[config.mk]
export PLATFORM = sky130hd
export DESIGN_NAME = wmor_top
export DESIGN_NICKNAME = d
export VERILOG_FILES = /design/src/hdl/wmor_range_match.v /design/src/hdl/wmor_top.v
export VERILOG_INCLUDE_DIRS = /design/src /design/src/hdl
export SDC_FILE = /design/constraint.sdc
export NUM_CORES = 1
export LEC_CHECK = 0
export BUFFER_PORTS_ARGS = -buffer_cell sky130_fd_sc_hd__clkbuf_2
export CORE_MARGIN = 2
export CORE_UTILIZATION = 47
export CTS_CLUSTER_DIAMETER = 60
export CTS_CLUSTER_SIZE = 20
export DETAILED_ROUTE_END_ITERATION = 6
export PLACE_DENSITY = 0.86
export SETUP_SLACK_MARGIN = 0.5
export SLEW_MARGIN = 40
export SYNTH_ARGS = -nofsm -noshare
export SYNTH_HDL_FRONTEND = slang
export SYNTH_HIERARCHICAL = 1
export SYNTH_SLANG_ARGS = --single-unit
export TNS_END_PERCENT = 1
[constraint.sdc]
create_clock -name clk -period 2.8 [get_ports clk]
set_input_delay 0.14 -clock clk [delete_from_list [all_inputs] [get_ports clk]]
set_output_delay 0.14 -clock clk [all_outputs]
set_load 0.01 [all_outputs]
[src/hdl/wmor_regs.vh]
`ifndef WMOR_REGS_VH
`define WMOR_REGS_VH

// Register addresses
`define WMOR_MSR_RANGE 32'hc0000085
`define WMOR_MSR_FEATURE 32'hc0000080
`define WMOR_RANGE_RESET 64'h0000000000000000
`define WMOR_ORDER_RESET 2'h0

// Feature register order-control bits
`define WMOR_SPEC_DIS_BIT 2
`define WMOR_GLOB_DIS_BIT 3

// Per-range field layout, within each 32-bit half
`define WMOR_UC_BIT 0
`define WMOR_WC_BIT 1
`define WMOR_MASK_LSB 2
`define WMOR_MASK_MSB 16
`define WMOR_BASE_LSB 17
`define WMOR_BASE_MSB 31
`define WMOR_HALF_W 32

// Physical address top bits compared against a range
`define WMOR_ADDR_LSB 17
`define WMOR_ADDR_MSB 31

// Merge buffer geometry
`define WMOR_LINE_LSB 3
`define WMOR_LANE_BIT 2
`define WMOR_BUF_BYTES 8
`define WMOR_BUF_FULL 8'hff
`define WMOR_BUF_EMPTY 8'h00

`endif

[src/hdl/wmor_range_match.v]
`include "wmor_regs.vh"

module wmor_range_match (
    // Range definition
    input wire [31:0] range_cfg,
    // Address under test
    input wire [31:0] addr,
    // Classification
    output wire hit_uncacheable,
    output wire hit_combine
);
    wire [14:0] mask;
    wire [14:0] base;
    wire in_range;

    assign mask = range_cfg[`WMOR_MASK_MSB:`WMOR_MASK_LSB];
    assign base = range_cfg[`WMOR_BASE_MSB:`WMOR_BASE_LSB];
    // Low 17 address bits never take part: ranges sit on 128 Kbyte steps
    assign in_range = ((mask & base) == (mask & addr[`WMOR_ADDR_MSB:`WMOR_ADDR_LSB]));
    // Uncached wins over combine; combine alone still means uncacheable
    assign hit_uncacheable = in_range & (range_cfg[`WMOR_UC_BIT] | range_cfg[`WMOR_WC_BIT]);
    assign hit_combine = in_range & range_cfg[`WMOR_WC_BIT] & ~range_cfg[`WMOR_UC_BIT];
endmodule // wmor_range_match

[src/hdl/wmor_top.v]
// How it works
// - Eight-byte buffer merges combining-range writes.
// - Drained pin negated stalls modified/exclusive commits.
// - Global disable set ignores pin, no ordering.
// - Speculative disable: order all but combining ranges.
// - Both clear: buffer emptied, then wait pin.
// - Reset clears both order-disable bits.
// - One 64-bit register holds both ranges.
// - Range register resets to all zeros.
// - Base field holds top fifteen address bits.
// - Masked base equals masked address means hit.
// - Uncached wins; combine alone means combining.
// - Uncacheable range: no read or write allocation.
// - Combining range: no allocation, writes merge.
// - Range bits 0/1 and 32/33 hold types.
// - Each cleared low mask bit doubles size.
`include "wmor_regs.vh"

module wmor_top (
    // Clock and reset
    input wire clk,
    input wire rstn,
    // Model-specific register port
    input wire msr_req,
    input wire msr_we,
    input wire [31:0] msr_addr,
    input wire [63:0] msr_wdata,
    output reg [63:0] msr_rdata,
    output reg msr_ack,
    output reg msr_err,
    // Address lookup for reads and allocation
    input wire [31:0] lk_addr,
    output reg lk_uncacheable,
    output reg lk_combine,
    // Noncacheable write requests from the core
    input wire wr_valid,
    input wire [31:0] wr_addr,
    input wire [31:0] wr_data,
    input wire [3:0] wr_be,
    output wire wr_ready,
    // External write cycle
    output reg bus_wr_valid,
    output reg [31:0] bus_wr_addr,
    output reg [63:0] bus_wr_data,
    output reg [7:0] bus_wr_be,
    input wire bus_wr_ready,
    // Cache write commit gate
    input wire cache_commit_req,
    input wire cache_line_mod_excl,
    output wire cache_commit_ok,
    // System pin and order mode view
    input wire ext_writes_drained_n,
    output wire [1:0] write_order_control
);
    localparam ST_IDLE = 1'b0;
    localparam ST_BUS = 1'b1;

    reg [63:0] range_ctl_q;
    reg glob_dis_q;
    reg spec_dis_q;
    reg drain_s1_q, drain_s2_q, drain_s3_q;
    reg drained_q;
    reg state_q, state_d;
    reg [31:0] buf_addr_q, buf_addr_d;
    reg [63:0] buf_data_q, buf_data_d;
    reg [7:0] buf_be_q, buf_be_d;
    reg bus_wr_valid_d;
    reg [31:0] bus_wr_addr_d;
    reg [63:0] bus_wr_data_d;
    reg [7:0] bus_wr_be_d;
    integer i;

    wire [1:0] wr_uc, wr_wc, lk_uc, lk_wc;
    wire wr_is_wc;
    wire buf_any;
    wire same_line;
    wire full_order;
    wire need_flush;

    // Both ranges, checked for the write path and the lookup path
    genvar g;
    generate
        for (g = 0; g < 2; g = g + 1) begin : g_range
            wmor_range_match u_wr (
                .range_cfg(range_ctl_q[g*`WMOR_HALF_W +: `WMOR_HALF_W]),
                .addr(wr_addr),
                .hit_uncacheable(wr_uc[g]),
                .hit_combine(wr_wc[g])
            );
            wmor_range_match u_lk (
                .range_cfg(range_ctl_q[g*`WMOR_HALF_W +: `WMOR_HALF_W]),
                .addr(lk_addr),
                .hit_uncacheable(lk_uc[g]),
                .hit_combine(lk_wc[g])
            );
        end
    endgenerate

    // A plain uncacheable hit in either range keeps the write out of the buffer
    assign wr_is_wc = (|wr_wc) & ~(|(wr_uc & ~wr_wc));
    assign buf_any = (buf_be_q != `WMOR_BUF_EMPTY);
    assign same_line = (buf_addr_q[`WMOR_ADDR_MSB:`WMOR_LINE_LSB]
                        == wr_addr[`WMOR_ADDR_MSB:`WMOR_LINE_LSB]);
    assign full_order = ~glob_dis_q & ~spec_dis_q;
    assign write_order_control = {glob_dis_q, spec_dis_q};

    // Flush before accepting anything that cannot join the buffer
    assign need_flush = buf_any & ((buf_be_q == `WMOR_BUF_FULL)
                        | (wr_valid & ~(wr_is_wc & same_line))
                        | (full_order & cache_commit_req & cache_line_mod_excl));
    assign wr_ready = (state_q == ST_IDLE) & ~need_flush;

    // Unless global disable is set, commits to M/E lines wait for the pin; full order also waits for the buffer
    assign cache_commit_ok = cache_commit_req & (glob_dis_q
        | ~cache_line_mod_excl
        | (drained_q
           & ~(full_order & (buf_any | (state_q == ST_BUS)))));

    // Pin synchroniser; a change counts once stages two and three agree
    // Stages reset to the drained pin level, so no false stall follows reset
    always @(posedge clk or negedge rstn) begin
        if (!rstn) begin
            drain_s1_q <= 1'b0;
            drain_s2_q <= 1'b0;
            drain_s3_q <= 1'b0;
            drained_q <= 1'b1;
        end else begin
            drain_s1_q <= ext_writes_drained_n;
            drain_s2_q <= drain_s1_q;
            drain_s3_q <= drain_s2_q;
            if (drain_s2_q == drain_s3_q) begin
                drained_q <= ~drain_s3_q;
            end
        end
    end

    // Register port: one cycle answer, unmapped addresses flag an error
    always @(posedge clk or negedge rstn) begin
        if (!rstn) begin
            range_ctl_q <= `WMOR_RANGE_RESET;
            glob_dis_q <= 1'b0;
            spec_dis_q <= 1'b0;
            msr_rdata <= `WMOR_RANGE_RESET;
            msr_ack <= 1'b0;
            msr_err <= 1'b0;
        end else begin
            msr_ack <= msr_req;
            msr_err <= 1'b0;
            msr_rdata <= `WMOR_RANGE_RESET;
            if (msr_req) begin
                if (msr_addr == `WMOR_MSR_RANGE) begin
                    if (msr_we) begin
                        range_ctl_q <= msr_wdata;
                    end else begin
                        msr_rdata <= range_ctl_q;
                    end
                end else if (msr_addr == `WMOR_MSR_FEATURE) begin
                    if (msr_we) begin
                        glob_dis_q <= msr_wdata[`WMOR_GLOB_DIS_BIT];
                        spec_dis_q <= msr_wdata[`WMOR_SPEC_DIS_BIT];
                    end else begin
                        msr_rdata[`WMOR_GLOB_DIS_BIT] <= glob_dis_q;
                        msr_rdata[`WMOR_SPEC_DIS_BIT] <= spec_dis_q;
                    end
                end else begin
                    msr_err <= 1'b1;
                end
            end
        end
    end

    // Lookup answers: uncacheable means no line is allocated
    always @(posedge clk or negedge rstn) begin
        if (!rstn) begin
            lk_uncacheable <= 1'b0;
            lk_combine <= 1'b0;
        end else begin
            lk_uncacheable <= |lk_uc;
            lk_combine <= (|lk_wc) & ~(|(lk_uc & ~lk_wc));
        end
    end

    // Merge buffer and external write sequencer
    always @* begin
        state_d = state_q;
        buf_addr_d = buf_addr_q;
        buf_data_d = buf_data_q;
        buf_be_d = buf_be_q;
        bus_wr_valid_d = bus_wr_valid;
        bus_wr_addr_d = bus_wr_addr;
        bus_wr_data_d = bus_wr_data;
        bus_wr_be_d = bus_wr_be;
        case (state_q)
            ST_IDLE: begin
                if (need_flush) begin
                    // Whole buffer goes out as one write cycle
                    bus_wr_valid_d = 1'b1;
                    bus_wr_addr_d = buf_addr_q;
                    bus_wr_data_d = buf_data_q;
                    bus_wr_be_d = buf_be_q;
                    buf_be_d = `WMOR_BUF_EMPTY;
                    state_d = ST_BUS;
                end else if (wr_valid) begin
                    if (wr_is_wc) begin
                        if (!buf_any) begin
                            buf_addr_d = {wr_addr[`WMOR_ADDR_MSB:`WMOR_LINE_LSB], 3'h0};
                        end
                        for (i = 0; i < 4; i = i + 1) begin
                            if (wr_be[i]) begin
                                if (wr_addr[`WMOR_LANE_BIT]) begin
                                    buf_data_d[(4+i)*8 +: 8] = wr_data[i*8 +: 8];
                                    buf_be_d[4+i] = 1'b1;
                                end else begin
                                    buf_data_d[i*8 +: 8] = wr_data[i*8 +: 8];
                                    buf_be_d[i] = 1'b1;
                                end
                            end
                        end
                    end else begin
                        // Uncacheable writes go straight out, never allocated
                        bus_wr_valid_d = 1'b1;
                        bus_wr_addr_d = {wr_addr[`WMOR_ADDR_MSB:`WMOR_LINE_LSB], 3'h0};
                        if (wr_addr[`WMOR_LANE_BIT]) begin
                            bus_wr_data_d = {wr_data, 32'h00000000};
                            bus_wr_be_d = {wr_be, 4'h0};
                        end else begin
                            bus_wr_data_d = {32'h00000000, wr_data};
                            bus_wr_be_d = {4'h0, wr_be};
                        end
                        state_d = ST_BUS;
                    end
                end
            end
            ST_BUS: begin
                if (bus_wr_ready) begin
                    bus_wr_valid_d = 1'b0;
                    state_d = ST_IDLE;
                end
            end
            default: begin
                state_d = ST_IDLE;
            end
        endcase
    end

    always @(posedge clk or negedge rstn) begin
        if (!rstn) begin
            state_q <= ST_IDLE;
            buf_addr_q <= 32'h00000000;
            buf_data_q <= 64'h0000000000000000;
            buf_be_q <= `WMOR_BUF_EMPTY;
            bus_wr_valid <= 1'b0;
            bus_wr_addr <= 32'h00000000;
            bus_wr_data <= 64'h0000000000000000;
            bus_wr_be <= 8'h00;
        end else begin
            state_q <= state_d;
            buf_addr_q <= buf_addr_d;
            buf_data_q <= buf_data_d;
            buf_be_q <= buf_be_d;
            bus_wr_valid <= bus_wr_valid_d;
            bus_wr_addr <= bus_wr_addr_d;
            bus_wr_data <= bus_wr_data_d;
            bus_wr_be <= bus_wr_be_d;
        end
    end
endmodule // wmor_top

==> flow_metrics.env, run 1 <==
export IMPL_run_status="complete, but fails checks"
export IMPL_failed_checks="design-rule violations, negative setup slack"
export IMPL_drt_total_wl_um=54150
export IMPL_fp_dieArea_um2=33870
export IMPL_finalNonFillerCells=2265
export IMPL_detail_route_iter0_violations=1529
export IMPL_most_common_library_cell_in_the_layout_ignoring_fill_and_taps="sky130_fd_sc_hd__clkbuf_2"
export IMPL_vias=13887
export IMPL_syn_to_final_growth_pct=38.92
export IMPL_critPathCaptureType="register"
export IMPL_critPathBufInv=2
export IMPL_relSlewSlack=0.4950
export IMPL_post_route_worst_setup_slack_ns=-0.4558
export IMPL_clock_fmax_mhz=307.1
export IMPL_highest_count_cells_in_the_layout_ignoring_fill_and_taps="357 x sky130_fd_sc_hd__clkbuf_2, 341 x sky130_fd_sc_hd__dfrtp_1, 123 x sky130_fd_sc_hd__dlygate4sd3_1, 115 x sky130_fd_sc_hd__buf_4, 97 x sky130_fd_sc_hd__mux2_2"
export IMPL_critPathTopFamily="simple AND/OR/NAND/NOR gates"
export IMPL_leakage_nw=10.51
export IMPL_netlist_cell_type_count=54
export IMPL_clockRootBuffer="sky130_fd_sc_hd__clkbuf_16"
export IMPL_boundaryPins=382
export IMPL_asyncSetResetFlopFracSynth=1.000
export IMPL_wire_length_of_the_first_global_routing_pass_um=80140
export IMPL_final_setup_skew_ns=0.02607
export IMPL_drcViolationCount=5
export IMPL_post_synth_main_area_contributors="sky130_fd_sc_hd__dfrtp_1 56%, sky130_fd_sc_hd__mux2_2 7.2%, sky130_fd_sc_hd__xor2_1 3.4%"
export IMPL_setup_viol=204
export IMPL_synth_warning_count=6
export IMPL_clock_latency_ns=0.57
export IMPL_timing_max_cap_violations=0
export IMPL_vdd_ir_drop_worst_mv=0.7969
export IMPL_clock_sinks=342
export IMPL_cts_made_buffers=28
export IMPL_worst_hold_path_type="in -> reg"
export IMPL_rsz0062_at_grt="yes"
export IMPL_critPathMaxStageDelay_ns=0.48
export IMPL_row_count=65
export IMPL_crit_path_max_fanout=9
export IMPL_route_detailed_wl_per_inst_um=23.91
export IMPL_synth_edff_count=0
export IMPL_mappedNetlistArea_um2=15230
export IMPL_die_width_um=184.0
export IMPL_grt_max_degree=91
export IMPL_grt_remaining_overflow=0
export IMPL_fin_crit_ns=3.256
export IMPL_routabilityCongestion=0.9750
export IMPL_startpoint_type="register"
export IMPL_drive_above_1_share=0.4174
export IMPL_synth_avg_cell_area_um2=11.95
export IMPL_hold_viol_final=0
export IMPL_start_util=0.4803
export IMPL_number_of_antenna_violations_at_the_first_check_in_global_routing=4
export IMPL_crit_chain="xor2_1 -> a22oi_1 -> nand2_2 -> nor4_4 -> nor2b_4 -> a21oi_4 -> nor4_4 -> a31oi_4 -> buf_6 -> or4_4 -> buf_6 -> mux2_4"
export IMPL_vias_in_the_first_global_route=13911
export IMPL_worst_ep_required_ns=3.25
export IMPL_via_per_inst=6.131
export IMPL_design_power_total_mw=17.48
export IMPL_ys_seq_area_frac=0.5619
export IMPL_clock_tree_from_tritoncts="built"
export IMPL_path_class="reg -> reg"
export IMPL_cts_reportedPaths_clkPinSlew_ns=0.07
export IMPL_tightestPinTransition_ns=0.7575
export IMPL_critPathSlowestCell="sky130_fd_sc_hd__or4_4"
export IMPL_yosysTopAreaCellShare=0.5602
export IMPL_die_y_um=184.0
export IMPL_ys_dominant_reg_cell="sky130_fd_sc_hd__dfrtp_1"
export IMPL_synth_largest_area_cell="sky130_fd_sc_hd__dfrtp_1"
export IMPL_synth_seq_cells=342
export IMPL_layout_worst_path_cycle_share=1.163
export IMPL_buffer_ports_inserted=359
export IMPL_crit_arrival_ns=3.70
export IMPL_grtUsageTotal=0.3059
export IMPL_final_util=0.6672
export IMPL_detailed_placement_hpwl_um=34150
export IMPL_design_final_nets=2044
export IMPL_synthesis_instances=1275
export IMPL_number_of_buffers_between_clock_root_and_the_deepest_sink=3
export IMPL_placeableCoreArea_um2=31720
export IMPL_slew_viol_final=0
export IMPL_h_tree_depth_reported_by_cts=1
export IMPL_postRouteAntennaNets=0
export IMPL_cellPowerDensity_nw_per_um2=826.1
export IMPL_placed_cells=2086
export IMPL_pre_antenna_drt_iters=7
==> routing by layer <==
metal  track usage  vias up  routed length [µm]
li1              -     5828                   -
met1        0.3930     6786               19870
met2        0.5020     1044               25770
met3       0.05824      229                5312
met4        0.1430        0                3201
met5             0        -                   0
==> power breakdown <==
group	leakage (nW)	total (mW)	switching [mW]	internal (mW)
Combinational	5.52	6.92	4.00	2.92
Clock	0.466	4.20	2.09	2.11
Sequential	4.52	6.36	0.568	5.80
Total	10.5	17.5	6.66	10.8
==> final timing paths <==
| kind | start | to | slack (ns) | cells after the start |
|---|---|---|---|---|
| worst max-delay path | range_ctl_q[27]$_DFFE_PN0P_ | buf_data_q[38]$_DFFE_PN0P_ | -0.46 | 12 |
| min in group asynchronous | rstn | lk_uncacheable$_DFF_PN0_ | 0.20 | 2 |
| worst max register to register | range_ctl_q[27]$_DFFE_PN0P_ | buf_data_q[38]$_DFFE_PN0P_ | -0.46 | 12 |
| max in group asynchronous | rstn | msr_rdata[53]$_DFF_PN0_ | 1.69 | 3 |
| worst min-delay path | msr_addr[24] | msr_err$_DFF_PN0_ | 0.03 | 5 |
| worst min register to register | drain_s1_q$_DFF_PN0_ | drain_s2_q$_DFF_PN0_ | 0.35 | 0 |
==> cell usage after synthesis, types with 12 or more instances <==
master	number
sky130_fd_sc_hd__nand4_1	81
sky130_fd_sc_hd__clkbuf_1	68
sky130_fd_sc_hd__mux2_2	98
sky130_fd_sc_hd__buf_2	13
sky130_fd_sc_hd__and2_1	63
sky130_fd_sc_hd__o21ai_0	77
sky130_fd_sc_hd__nor4_1	17
sky130_fd_sc_hd__xnor2_1	30
sky130_fd_sc_hd__mux2_4	24
sky130_fd_sc_hd__dfrtp_1	341
sky130_fd_sc_hd__nand2_1	33
sky130_fd_sc_hd__inv_1	15
sky130_fd_sc_hd__nor2_1	12
sky130_fd_sc_hd__a22oi_1	26
sky130_fd_sc_hd__xor2_1	60
sky130_fd_sc_hd__mux2_1	37
sky130_fd_sc_hd__a31oi_1	72
sky130_fd_sc_hd__nor3_1	71
sky130_fd_sc_hd__or3_1	32
sky130_fd_sc_hd__o221a_2	29
==> what timing repair did <==
item,4_1_cts,5_1_grt
endpoints found under the hold margin,320,0
hold buffers,123,0
setup buffers,2,0
gates resized for setup,14,66
endpoints found under the setup margin,206,207
pin swaps,14,52
==> registers in the layout (all words and copies together), names as in the netlist, 8 cells and up <==
register	cells
bus_wr_data	64
buf_data_q	64
bus_wr_addr	29
range_ctl_q	64
buf_addr_q	29
buf_be_q	8
msr_rdata	64
bus_wr_be	8
==> stage by stage <==
step	setup TNS (ns)	setup WS, ns	hold WS, ns	area (µm²)
floorplan	0	0.007204	-0.1556	15260
global placement	-18.16	-0.2449	0.2116	18570
detailed placement	-36.00	-0.3725	0.2220	18570
CTS	-26.57	-0.3244	0.006625	20880
global route	-63.56	-0.5416	0.03096	21160
finish	-44.08	-0.4558	0.02622	21160
==> worst register-to-register path, stage by stage (launching register included) <==
cell                      delay [ns]
sky130_fd_sc_hd__dfrtp_1        0.41
sky130_fd_sc_hd__xor2_1         0.17
sky130_fd_sc_hd__a22oi_1        0.26
sky130_fd_sc_hd__nand2_2        0.15
sky130_fd_sc_hd__nor4_4         0.35
sky130_fd_sc_hd__nor2b_4        0.25
sky130_fd_sc_hd__a21oi_4        0.07
sky130_fd_sc_hd__nor4_4         0.24
sky130_fd_sc_hd__a31oi_4        0.13
sky130_fd_sc_hd__buf_6          0.17
sky130_fd_sc_hd__or4_4          0.48
sky130_fd_sc_hd__buf_6          0.17
sky130_fd_sc_hd__mux2_4         0.31
==> final cells by class <==
cell class / instances / area [µm²]
Fill cell: 2103 / 10560
Timing Repair Buffer: 629 / 4481
Clock buffer: 31 / 743.2
Tap cell: 402 / 503.0
Clock inverter: 19 / 236.5
Multi-Input combinational cell: 822 / 6570
Inverter: 16 / 60.06
Antenna cell: 4 / 10.01
Sequential cell: 342 / 8559
==> logic make-up after synthesis <==
group	Yosys count	share of synthesized area
flops	342	0.5619
compound gates	235	0.1036
other cells	1	0.0002462
buf+inv	113	0.03162
mux	159	0.1235
xor+xnor	90	0.05174
simple gates	335	0.1275
Note: power is estimated with default switching activity, not from simulation.
==> inputs of run 2 (changes only) <==
--- a/config.mk
+++ b/config.mk
@@ -6,14 +6,15 @@
 export SDC_FILE = /design/constraint.sdc
 export NUM_CORES = 1
 export LEC_CHECK = 0
-export BUFFER_PORTS_ARGS = -buffer_cell sky130_fd_sc_hd__clkbuf_2
 export CORE_MARGIN = 2
 export CORE_UTILIZATION = 47
 export CTS_CLUSTER_DIAMETER = 60
 export CTS_CLUSTER_SIZE = 20
 export DETAILED_ROUTE_END_ITERATION = 6
-export PLACE_DENSITY = 0.86
+export DONT_BUFFER_PORTS = 1
+export PLACE_DENSITY = 0.75
 export SETUP_SLACK_MARGIN = 0.5
+export SKIP_LAST_GASP = 1
 export SLEW_MARGIN = 40
 export SYNTH_ARGS = -nofsm -noshare
 export SYNTH_HDL_FRONTEND = slang
==> flow_metrics.env, run 2 (synthesis results as in run 1) <==
export IMPL_run_status="complete, but fails checks"
export IMPL_failed_checks="negative hold slack, negative setup slack"
export IMPL_vdd_ir_drop_worst_mv=0.6147
export IMPL_die_width_um=184.0
export IMPL_crit_path_end="buf_data_q[33]$_DFFE_PN0P_"
export IMPL_drt_total_wl_um=47910
export IMPL_cellPowerDensity_nw_per_um2=826.5
export IMPL_critPathBufInv=2
export IMPL_tightestPinTransition_ns=0.6679
export IMPL_crit_chain="xor2_1 -> a22oi_1 -> nand2_1 -> nor4_4 -> nor2b_4 -> a21oi_4 -> nor4_4 -> a31oi_4 -> buf_6 -> or4_4 -> buf_12 -> mux2_4"
export IMPL_cts_made_buffers=27
export IMPL_fin_setup_tns_ns=-55.49
export IMPL_via_per_inst=6.225
export IMPL_rrSetupSlack_ns=-0.46
export IMPL_clock_sinks=342
export IMPL_h_tree_depth_reported_by_cts=1
export IMPL_placed_cells=1700
export IMPL_vias_in_the_first_global_route=12208
export IMPL_startpoint_type="register"
export IMPL_number_of_antenna_violations_at_the_first_check_in_global_routing=3
export IMPL_grt_max_degree=343
export IMPL_detailed_place_area_um2=16500
export IMPL_fin_crit_ns=3.265
export IMPL_slew_viol_final=0
export IMPL_setup_viol=205
export IMPL_pre_antenna_drt_iters=5
export IMPL_final_setup_skew_ns=0.01852
export IMPL_dominant_cell_type_by_count_on_the_critical_path="sky130_fd_sc_hd__nor4_4"
export IMPL_design_area_final_um2=19020
export IMPL_detailed_placement_hpwl_um=30560
export IMPL_timing_rr_end="buf_data_q[33]$_DFFE_PN0P_"
export IMPL_drcViolationCount=0
export IMPL_highest_count_cells_in_the_layout_ignoring_fill_and_taps="341 x sky130_fd_sc_hd__dfrtp_1, 140 x sky130_fd_sc_hd__dlygate4sd3_1, 104 x sky130_fd_sc_hd__buf_4, 98 x sky130_fd_sc_hd__mux2_2, 81 x sky130_fd_sc_hd__nand4_1"
export IMPL_grt_remaining_overflow=0
export IMPL_grtUsageTotal=0.2804
export IMPL_worst_hold_path_type="in -> async"
export IMPL_row_count=65
export IMPL_route_detailed_wl_per_inst_um=25.19
export IMPL_clockRootBuffer="sky130_fd_sc_hd__clkbuf_16"
export IMPL_critPathTopFamily="simple AND/OR/NAND/NOR gates"
export IMPL_start_util=0.4803
export IMPL_placeableCoreArea_um2=31720
export IMPL_syn_to_final_growth_pct=24.87
export IMPL_most_common_library_cell_in_the_layout_ignoring_fill_and_taps="sky130_fd_sc_hd__dfrtp_1"
export IMPL_worst_ep_required_ns=3.23
export IMPL_buffer_ports_inserted=0
export IMPL_ff2ff_path_depth=12
export IMPL_regToRegStartpoint="range_ctl_q[22]$_DFFE_PN0P_"
export IMPL_finalNonFillerCells=1902
export IMPL_crit_path_start="range_ctl_q[22]$_DFFE_PN0P_"
export IMPL_routabilityCongestion=0.9549
export IMPL_design_final_nets=1681
export IMPL_relSlewSlack=0.5547
export IMPL_hold_viol_final=342
export IMPL_crit_arrival_ns=3.69
export IMPL_cts_reportedPaths_clkPinSlew_ns=0.08
export IMPL_timing_max_cap_violations=0
export IMPL_fp_dieArea_um2=33870
export IMPL_critPathCaptureType="register"
export IMPL_post_route_worst_setup_slack_ns=-0.4649
export IMPL_fin_hold_ws_ns=-0.7104
export IMPL_vias=11839
export IMPL_count_of_hold_buffers_inserted_by_post_cts_repair=141
export IMPL_boundaryPins=382
export IMPL_leakage_nw=8.803
export IMPL_clock_fmax_mhz=306.3
export IMPL_layout_worst_path_cycle_share=1.166
export IMPL_num_fill_cells=2348
export IMPL_rsz0062_at_grt="yes"
export IMPL_crit_path_max_fanout=9
export IMPL_path_class="reg -> reg"
export IMPL_wire_length_of_the_first_global_routing_pass_um=73300
export IMPL_die_y_um=184.0
export IMPL_number_of_buffers_between_clock_root_and_the_deepest_sink=3
export IMPL_clock_latency_ns=0.55
export IMPL_postRouteAntennaNets=0
export IMPL_worst_path_stages=12
export IMPL_clock_tree_from_tritoncts="built"
export IMPL_drive_above_1_share=0.2386
export IMPL_critPathMaxStageDelay_ns=0.42
export IMPL_detail_route_iter0_violations=1056
export IMPL_critPathSlowestCell="sky130_fd_sc_hd__or4_4"
-- run 2: cell count changes in the layout (fill, tap and decap cells not counted), sizes merged --
cell / previous run / this run
dlygate4sd3: 123 / 140
clkinv: 9 / 7
buf: 149 / 127
bufinv: 1 / 0
inv: 22 / 23
clkbuf: 388 / 32
-- run 2: area by class of cell --
type	instances	area, µm²	area share
clock buffer	32	714.4	0.03756
timing repair buffer	267	2608	0.1371
tap	402	503.0	0.02644
antenna	4	10.01	0.0005262
inverter	16	60.06	0.003157
clock inverter	17	166.4	0.008748
multi-input combinational	822	6401	0.3365
sequential	342	8559	0.4500
-- run 2: power breakdown --
| part | switching (mW) | internal (mW) |
|---|---|---|
| Sequential | 1.13 | 5.79 |
| Clock | 1.97 | 1.91 |
| Combinational | 2.72 | 2.19 |
| Total | 5.82 | 9.90 |
-- run 2: per-layer routing --
layer	up-vias	part of all wire	routed length, µm	GRT usage
li1	5104	-	-	-
met1	5952	0.40	19130	0.3716
met2	639	0.47	22290	0.4406
met3	144	0.089	4285	0.07448
met4	0	0.046	2211	0.1114
met5	-	0	0	0
-- run 2: timing repair --
action | in CTS | in global routing
endpoints found under the setup margin | 206 | 206
buffers inserted | 3 | 5
resized for setup | 15 | 11
pin swaps | 10 | 9
endpoints found under the hold margin | 615 | 342
-- run 2: how the worst min path moves through the flow --
| stage | depth (start not counted) | slack (ns) | end |
|---|---|---|---|
| 3_3_place_gp | 0 | -0.14 | msr_rdata[23]$_DFF_PN0_ |
| 4_1_cts | 0 | -0.74 | msr_rdata[23]$_DFF_PN0_ |
| 3_5_place_dp | 0 | -0.14 | msr_rdata[23]$_DFF_PN0_ |
| 5_1_grt | 0 | -0.73 | msr_rdata[23]$_DFF_PN0_ |
| 6_report | 0 | -0.71 | msr_rdata[23]$_DFF_PN0_ |
| 2_1_floorplan | 0 | -0.16 | buf_addr_q[10]$_DFFE_PN0P_ |
-- run 2: through the flow --
step	power [mW]	setup WS, ns	util	hold WS (ns)
after global routing	16.51	-0.5540	0.5996	-0.7299
after detailed placement	11.50	-0.4509	0.5203	-0.1416
final	15.72	-0.4649	0.5997	-0.7104
after global placement	11.35	-0.3001	0.5203	-0.1418
after floorplan	9.770	0.007204	-	-0.1556
after CTS	15.62	-0.4524	0.5963	-0.7351
